## src/ctt_map.svh

```systemverilog
/*
 * Constants of the connectivity test logic: widths, minterm indices,
 * device width codes, reset values and pipeline depth.
 * Assumes it is included by bare name wherever a constant is needed.
 */
`ifndef CTT_MAP_SVH
`define CTT_MAP_SVH

// Pin group widths
`define CTT_ADDR_W   17
`define CTT_MT_W     10
`define CTT_DQ_W     16
`define CTT_DQ_HALF  8
`define CTT_X4_USED  4

// Supported device widths
`define CTT_X4       5'h04
`define CTT_X8       5'h08
`define CTT_X16      5'h10

// Minterm indices that feed the strobes
`define CTT_MT_DQS_T 4'h8
`define CTT_MT_DQS_C 4'h9

// Reset values
`define CTT_OE_OFF   1'b1
`define CTT_BIT_RST  1'b0

// Edges from a pin change to the output pins: two sync stages plus output
`define CTT_LATENCY  3

`endif

```

## src/ctt_pkg.sv

```systemverilog
/*
 * Types of the connectivity test logic: captured pin set and the packed
 * state of the top module.
 * Assumes ctt_map.svh sits in the include path.
 */
`include "ctt_map.svh"

package ctt_pkg;

    // One sample of every test input pin plus enable and chip select
    typedef struct packed {
        logic                    connectivity_test_enable_pin;
        logic                    cs_n;
        logic [1:0]              ba;
        logic [1:0]              bg;
        logic [`CTT_ADDR_W-1:0]  addr;
        logic                    cke;
        logic                    act_n;
        logic                    odt;
        logic                    ck_t;
        logic                    ck_c;
        logic                    par;
        logic [1:0]              dm_n;
        logic                    alert_n;
        logic                    reset_n;
    } ctt_pins_t;

    // Whole state of the top module
    typedef struct packed {
        ctt_pins_t               s1;
        ctt_pins_t               s2;
        logic [`CTT_DQ_W-1:0]    dq;
        logic [`CTT_DQ_W-1:0]    dq_oe_n;
        logic [1:0]              dqs_t;
        logic [1:0]              dqs_c;
        logic [1:0]              dqs_oe_n;
        logic                    ct_mode;
        logic                    vref_half;
    } ctt_state_t;

endpackage

```

## src/ctt_if.sv

```systemverilog
/*
 * Carrier between the test top and its minterm network.
 * Assumes the top drives the synchronised pin set and reads the minterms.
 */
`timescale 1ns/100ps
`include "ctt_map.svh"

interface ctt_if;
    ctt_pkg::ctt_pins_t     pins;
    logic [`CTT_MT_W-1:0]   mt;

    modport src  (output pins, input mt);
    modport calc (input pins, output mt);
endinterface

```

## src/ctt_minterms.sv

```systemverilog
/*
 * XOR minterm network of the connectivity test.
 * Assumes pins arrive already synchronised; purely combinational.
 */
`timescale 1ns/100ps
`include "ctt_map.svh"

module ctt_minterms #(
    parameter logic [4:0] DEV_WIDTH = `CTT_X16
) (
    // Pin set in, minterms out
    ctt_if.calc bus
);

    ctt_pkg::ctt_pins_t p;
    assign p = bus.pins;

    // Width independent minterms
    assign bus.mt[0] = p.addr[1] ^ p.addr[6] ^ p.par;
    assign bus.mt[1] = p.addr[8] ^ p.alert_n ^ p.addr[9];
    assign bus.mt[2] = p.addr[2] ^ p.addr[5] ^ p.addr[13];
    assign bus.mt[3] = p.addr[0] ^ p.addr[7] ^ p.addr[11];
    assign bus.mt[4] = p.ck_c ^ p.odt ^ p.addr[15];
    assign bus.mt[5] = p.cke ^ p.addr[16] ^ p.addr[10];
    assign bus.mt[6] = p.act_n ^ p.addr[4] ^ p.ba[1];
    assign bus.mt[8] = p.addr[14] ^ p.addr[12] ^ p.ba[0];
    assign bus.mt[9] = p.bg[0] ^ p.addr[3] ^ (p.reset_n & p.connectivity_test_enable_pin);

    // Minterm 7 follows the device width
    generate
        if (DEV_WIDTH == `CTT_X16) begin : g_mt7_x16
            assign bus.mt[7] = p.dm_n[1] ^ p.dm_n[0] ^ p.ck_t;
        end else if (DEV_WIDTH == `CTT_X8) begin : g_mt7_x8
            assign bus.mt[7] = p.bg[1] ^ p.dm_n[0] ^ p.ck_t;
        end else begin : g_mt7_x4
            assign bus.mt[7] = p.bg[1] ^ p.ck_t;
        end
    endgenerate

endmodule

```

## src/ctt_top.sv

```systemverilog
/*
 * Connectivity test logic: while the test enable pin is high the memory
 * function is bypassed, the test input pins are sampled in parallel and
 * XOR minterms of them drive the data and strobe pins, gated by chip select.
 * Assumes the core tri-states its pins from the enables here and switches
 * its reference to mid-supply on o_vref_half; every pin is asynchronous.
 */
// How it works
// Enable high bypasses memory, pins become test
// Agent keeps enable low in normal use
// Test mode forces data reference to half
// Outputs driven only while chip select low
// Agent holds reset pin high during test
// All inputs in parallel, fixed-delay outputs
// Agent fully resets device after test
// Inputs are command pins, outputs data/strobes
// Minterm0 A1^A6^PAR, minterm1 A8^ALERT^A9
// Minterm2 is A2^A5^A13
// Minterm3 A0^A7^A11, minterm4 CKc^ODT^A15
// Minterm5 CKE^A16^A10, minterm6 ACT^A4^BA1
// Minterm7 choice depends on device width
// Minterm8 A14^A12^BA0, minterm9 BG0^A3^(RST&EN)
// x4: DQ from minterm pairs, strobes 8/9
// x8: DQ from minterms 0-7, strobes 8/9
// x16: upper byte and strobes inverted lower
// Agent uses test only before initialization
// No state beyond the fixed delay pipeline
`timescale 1ns/100ps
`include "ctt_map.svh"

module ctt_top #(
    parameter logic [4:0] DEV_WIDTH = `CTT_X16
) (
    // Clock, reset, clock enable
    input  wire logic                   i_sys_clk,
    input  wire logic                   i_nrst,
    input  wire logic                   i_clk_en,
    // Mode and select pins
    input  wire logic                   i_connectivity_test_enable_pin,
    input  wire logic                   i_cs_n,
    // Test input pins
    input  wire logic [1:0]             i_ba,
    input  wire logic [1:0]             i_bg,
    input  wire logic [`CTT_ADDR_W-1:0] i_addr,
    input  wire logic                   i_cke,
    input  wire logic                   i_act_n,
    input  wire logic                   i_odt,
    input  wire logic                   i_ck_t,
    input  wire logic                   i_ck_c,
    input  wire logic                   i_par,
    input  wire logic [1:0]             i_dm_n,
    input  wire logic                   i_alert_n,
    input  wire logic                   i_reset_n,
    // Test output pins
    output logic [`CTT_DQ_W-1:0]        o_dq,
    output logic [`CTT_DQ_W-1:0]        o_dq_oe_n,
    output logic [1:0]                  o_dqs_t,
    output logic [1:0]                  o_dqs_c,
    output logic [1:0]                  o_dqs_oe_n,
    // Core control
    output logic                        o_connectivity_check_mode,
    output logic                        o_vref_half
);

    // Refuse widths that the pin map cannot serve
    generate
        if (DEV_WIDTH != `CTT_X4 && DEV_WIDTH != `CTT_X8 && DEV_WIDTH != `CTT_X16) begin : g_bad
            $error("ctt_top: device width must be 4, 8 or 16");
        end
    endgenerate

    ctt_pkg::ctt_state_t    state_ff;
    ctt_pkg::ctt_state_t    nxt_state;
    ctt_pkg::ctt_pins_t     pin_now;
    logic [`CTT_DQ_HALF-1:0] lo_val;
    logic [`CTT_DQ_HALF-1:0] lo_en;
    logic [`CTT_DQ_HALF-1:0] hi_val;
    logic [`CTT_DQ_HALF-1:0] hi_en;
    logic                   drive_now;
    logic                   upper_on;

    ctt_if u_bus ();

    // Gather every test input pin in one sample
    assign pin_now = '{connectivity_test_enable_pin: i_connectivity_test_enable_pin, cs_n: i_cs_n,
                       ba: i_ba, bg: i_bg, addr: i_addr, cke: i_cke,
                       act_n: i_act_n, odt: i_odt, ck_t: i_ck_t, ck_c: i_ck_c,
                       par: i_par, dm_n: i_dm_n, alert_n: i_alert_n,
                       reset_n: i_reset_n};

    // Minterms from the second sync stage only
    assign u_bus.pins = state_ff.s2;

    ctt_minterms #(
        .DEV_WIDTH (DEV_WIDTH)
    ) u_minterms (
        .bus       (u_bus)
    );

    // Pins driven only in test mode with chip select low
    assign drive_now = state_ff.s2.connectivity_test_enable_pin & ~state_ff.s2.cs_n;
    assign upper_on  = (DEV_WIDTH == `CTT_X16);

    // Per-bit data mapping for each width
    genvar b;
    generate
        for (b = 0; b < `CTT_DQ_HALF; b++) begin : g_bit
            if (DEV_WIDTH == `CTT_X4) begin : g_x4
                if (b < `CTT_X4_USED) begin : g_used
                    assign lo_val[b] = u_bus.mt[2*b] ^ u_bus.mt[2*b+1];
                    assign lo_en[b]  = 1'b1;
                end else begin : g_unused
                    assign lo_val[b] = 1'b0;
                    assign lo_en[b]  = 1'b0;
                end
            end else begin : g_wide
                assign lo_val[b] = u_bus.mt[b];
                assign lo_en[b]  = 1'b1;
            end
            assign hi_val[b] = upper_on & ~lo_val[b];
            assign hi_en[b]  = upper_on;
        end
    endgenerate

    // Next state: two sync stages then registered pin values
    always_comb begin
        nxt_state = state_ff;
        if (i_clk_en) begin
            nxt_state.s1        = pin_now;
            nxt_state.s2        = state_ff.s1;
            nxt_state.ct_mode   = state_ff.s2.connectivity_test_enable_pin;
            nxt_state.vref_half = state_ff.s2.connectivity_test_enable_pin;
            nxt_state.dq        = {hi_val, lo_val} & {`CTT_DQ_W{drive_now}};
            nxt_state.dq_oe_n   = ~({hi_en, lo_en} & {`CTT_DQ_W{drive_now}});
            nxt_state.dqs_t     = {upper_on & ~u_bus.mt[`CTT_MT_DQS_T],
                                   u_bus.mt[`CTT_MT_DQS_T]} & {2{drive_now}};
            nxt_state.dqs_c     = {upper_on & ~u_bus.mt[`CTT_MT_DQS_C],
                                   u_bus.mt[`CTT_MT_DQS_C]} & {2{drive_now}};
            nxt_state.dqs_oe_n  = ~({upper_on, 1'b1} & {2{drive_now}});
        end
    end

    // State register
    always_ff @(posedge i_sys_clk or negedge i_nrst) begin
        if (!i_nrst) begin
            state_ff          <= '0;
            state_ff.dq_oe_n  <= {`CTT_DQ_W{`CTT_OE_OFF}};
            state_ff.dqs_oe_n <= {2{`CTT_OE_OFF}};
        end else begin
            state_ff <= nxt_state;
        end
    end

    // Outputs straight from the state register
    assign o_dq                      = state_ff.dq;
    assign o_dq_oe_n                 = state_ff.dq_oe_n;
    assign o_dqs_t                   = state_ff.dqs_t;
    assign o_dqs_c                   = state_ff.dqs_c;
    assign o_dqs_oe_n                = state_ff.dqs_oe_n;
    assign o_connectivity_check_mode = state_ff.ct_mode;
    assign o_vref_half               = state_ff.vref_half;

    // Expected values from raw pins, read only by the checks below
    logic exp_drive;
    logic exp_mt0;
    logic exp_mt1;
    logic exp_mt7;
    logic exp_mt8;
    logic exp_mt9;
    logic exp_dq0_x4;
    assign exp_drive = i_connectivity_test_enable_pin & ~i_cs_n;
    assign exp_mt0   = i_addr[1] ^ i_addr[6] ^ i_par;
    assign exp_mt1   = i_addr[8] ^ i_alert_n ^ i_addr[9];
    assign exp_dq0_x4 = exp_mt0 ^ exp_mt1;
    assign exp_mt7   = (DEV_WIDTH == `CTT_X16) ? (i_dm_n[1] ^ i_dm_n[0] ^ i_ck_t) :
                       (DEV_WIDTH == `CTT_X8)  ? (i_bg[1] ^ i_dm_n[0] ^ i_ck_t) :
                                                 (i_bg[1] ^ i_ck_t);
    assign exp_mt8   = i_addr[14] ^ i_addr[12] ^ i_ba[0];
    assign exp_mt9   = i_bg[0] ^ i_addr[3] ^ (i_reset_n & i_connectivity_test_enable_pin);
endmodule

```

## config.mk

```make
export PLATFORM = sky130hd
export DESIGN_NAME = ctt_top
export DESIGN_NICKNAME = d
export VERILOG_FILES = /design/src/ctt_pkg.sv /design/src/ctt_if.sv /design/src/ctt_minterms.sv /design/src/ctt_top.sv
export VERILOG_INCLUDE_DIRS = /design/src /design/src/src
export SDC_FILE = /design/constraint.sdc
export NUM_CORES = 1
export LEC_CHECK = 0
export ABC_AREA = 1
export BUFFER_PORTS_ARGS = -buffer_cell sky130_fd_sc_hd__buf_2
export CORE_ASPECT_RATIO = 1.25
export CORE_UTILIZATION = 25
export CTS_CLUSTER_DIAMETER = 80
export DETAILED_ROUTE_END_ITERATION = 10
export PLACE_DENSITY = 0.49
export SLEW_MARGIN = 25
export SYNTH_ARGS = -nofsm -noshare
export SYNTH_HDL_FRONTEND = slang
export SYNTH_SLANG_ARGS = --single-unit
```

## constraint.sdc

```tcl
create_clock -name i_sys_clk -period 1 [get_ports i_sys_clk]
set_input_delay 0 -clock i_sys_clk [delete_from_list [all_inputs] [get_ports i_sys_clk]]
set_output_delay 0 -clock i_sys_clk [all_outputs]
set_load 0.1 [all_outputs]
```

==> results.md <==
- Syn Area/Cell: just over 8 um2
- Net Sw Frac: 34.8%
- P&R area growth vs syn: 47.7%
- Sequential Power Share: between 30% and 40%
- Worst path max stage delay: 0.60 ns
- Starting density of the core: between 20 and 30%
- Critical R2R Capture: o_dq[6]
- Worst Path Max Fanout: 7
- Xor and xnor area share after synthesis: 0%
- Placeable Area: 15,000 um2
- Syn nets: between 400 and 500
- Worst r2r src: state_ff[71]
- Failing checks: DRC, hold timing, setup timing
- Sum of negative setup slack: -6.04 ns
- Register area share after synthesis: 56.6%
- Yosys warns: 0
- Synth Instances: ~460
- Via/cell ratio: around 4.2
- Routed Antenna Nets: 0
- Fraction of synthesized area in multiplexers: 0%
- Synth top area share: about 56%
- Vias in the first global route: 2,876
- WHS Endpoint: o_connectivity_check_mode
- Crit Path Class: register to output port
- Worst slew pin tran: 0.372 ns
- Final Hold Vio Count: 1
- Layout cells sized above 1: 24.3%
- Sink Count: 86
- Delay-heaviest family, CP: flip-flops
- Mapped cell area: 3800 um2
- Max clock buf depth: 2
- Antenna Cells: 0
- Iteration-0 DRC count of the detailed router: between 150 and 200
- Die H: between 100 and 150 um
- Final worst path period share: 132%
- Cell count after placement: 674
- Yosys cell types: 11
- CP cell instances: clkbuf_16, buf_12
- Largest family of logic cells by synthesized area: simple AND/OR/NAND/NOR gates
- Synth area leaders: dfrtp_1 (56%), nand2_1 (23%), buf_4 (8.1%), o21ai_0 (4.1%), inv_1 (3.2%)
- DR vias: between 3,000 and 4,000
- H-tree levels: 3
- Critical Path Start: o_dq_oe_n[14]
- Hold Crit Depth: 3
- Clk_lat worst skew: 0.33 ns
- Slew Limit Fails: 0
- Final setup vio count: 37
- CP startpoint kind: register
- RSZ-0062 raised after global routing: yes
- Largest net degree at the start of global routing: between 40 and 50
- GRT overflow: 0
- Nets: 576
- Post-Layout Cell Count: about 730
- Pint: 7.15 mW
- Setup WS post-layout: -0.319 ns
- Total CTS buffers: 9
- P_sw: ~3.8 mW
- Pre-CTS WS: 0.0294 ns
- DIE AREA: 15,700 um2
- Initial antenna violation count: 0
- Adder-Cell Fraction of Synth Area: 0%
- Worst Path Required: 1.00 ns
- Post-synthesis compound-gate area fraction: 4.08%
- Max cap viols: 0
- Setup Skew: 0.00568 ns
- Tot Pwr: 11.0 mW
- Crit. End Element: output port
- Worst path buffer plus inverter count: 2
- Max Clk Rate: 0.758 GHz
- Hold Path Origin: i_clk_en
- P per Cell Area: 1950 nW/um2
- Residual DRC: 5
- Critical Path AT: 1.32 ns
- Cell Rows: 50
- Dpl hpwl: 5470 um
- Final Instance Area: around 5600 um2
- # port buffers: 74
- Clock slew at reported path FFs: ~0.060 ns
- Clk pwr share: a little under a third
- VDD IR max: 0.788 mV
- Final hold slack: -0.00753 ns
- Most frequent cells in the layout: nand2_1 (220), dfrtp_1 (84), buf_12 (46)
- Yosys reg bits: 86
- TritonCTS clock tree: done
- Utilization after layout: 37.6%
- Drt total wl: roughly 8500 um
- Worst-case reg-to-reg path depth: 4
- R2R Setup Slk: -0.07 ns
- Fin crit period: 1.32 ns
- Gate power share: 31.8%
- Slew headroom: 75.2%
- Lkg Pwr: 2.90 nW
- Min-delay worst type: input pin to register
- Boundary Pins: 76
- Commonest non-fill, non-tap cell in the layout: nand2_1
- Drt first pass iters: 7
- Final Wtd Congestion: roughly 0.70
- Global-route usage over all layers: approximately 11%
- Synth Area in Simple Gates: 26.1%
- Slowest-stage cell, CP: dfstp_2
- Area leader, netlist: dfrtp_1
- CTS root buffer: clkbuf_16
- Status: finished, violations left
- Area after DPL: 4790 um2
- Average wire per standard cell: between 10 and 15 um
- First-pass GRT wire length: around 13,000 um
- Number of setup buffers added after CTS: 0
- Chip width: 112 um
## cell families (layout without fill, tap and decap cells)
group	Yosys count	after routing
DFF	86	86
and+or+nand+nor	257	257
AOI/OAI and AO/OA	31	31
buffers and inverters	89	170
## what timing repair did
item | CTS | global route
hold buffers | 33 | 0
pin swaps | 0 | 24
gates resized for setup | 0 | 29
cloned | 0 | 4
endpoints found under the hold margin | 119 | 0
setup endpoints to repair | 20 | 39
## Yosys cell counts
| library cell | n |
|---|---|
| buf_2 | 12 |
| buf_4 | 41 |
| clkbuf_1 | 4 |
| dfrtp_1 | 85 |
| dfstp_2 | 1 |
| inv_1 | 32 |
| nand2_1 | 234 |
| nand3_1 | 20 |
| nor2_1 | 2 |
| nor2_2 | 1 |
| o21ai_0 | 31 |
## power groups by stage
stage                     registers (mW)  logic [mW]  clock network, mW
after floorplan                     4.11        2.28                  0
after global placement              4.15        3.24                  0
after detailed placement            4.17        3.26                  0
after CTS                           4.11        3.37               3.48
after global routing                4.16        3.69               3.63
final                               4.11        3.48               3.36
## routing by layer
layer	GRT usage, %	part of all wire (%)	wire (um)
met5	0	0	0
met2	18.1	49	4180
met4	6.32	3.2	270
met1	13.7	44	3770
met3	1.99	3.1	261
## registers in the layout, summed over array words and instances, names as in the netlist
signal and cells:
o_dqs_t 2, o_dq_oe_n 1, state_ff 64, o_dq 16, o_connectivity_check_mode 1, o_dqs_c 2
## worst reg2reg max path, stage by stage (launching register included)
cell	delay, ns
dfrtp_1	0.41
nor2_4	0.25
clkbuf_16	0.22
nand3_2	0.07
nand2_1	0.05
## cell type report
class | instances | area (um2)
flip-flops and latches | 86 | 2160
clock inverters | 3 | 43.8
clock buffers | 12 | 256
well taps | 182 | 228
fillers | 1470 | 9330
repair buffers | 123 | 1560
inverters | 32 | 120
multi-input cells | 288 | 1260
## worst max-delay path by stage
stage | cells past startpoint | endpoint
2_1_floorplan | 1 | o_dq_oe_n[0]
3_3_place_gp | 2 | o_dq_oe_n[15]
3_5_place_dp | 2 | o_dq_oe_n[11]
4_1_cts | 2 | o_dq_oe_n[11]
5_1_grt | 2 | o_dq_oe_n[14]
6_report | 2 | o_dq_oe_n[14]
(Power assumes the default switching activity.)
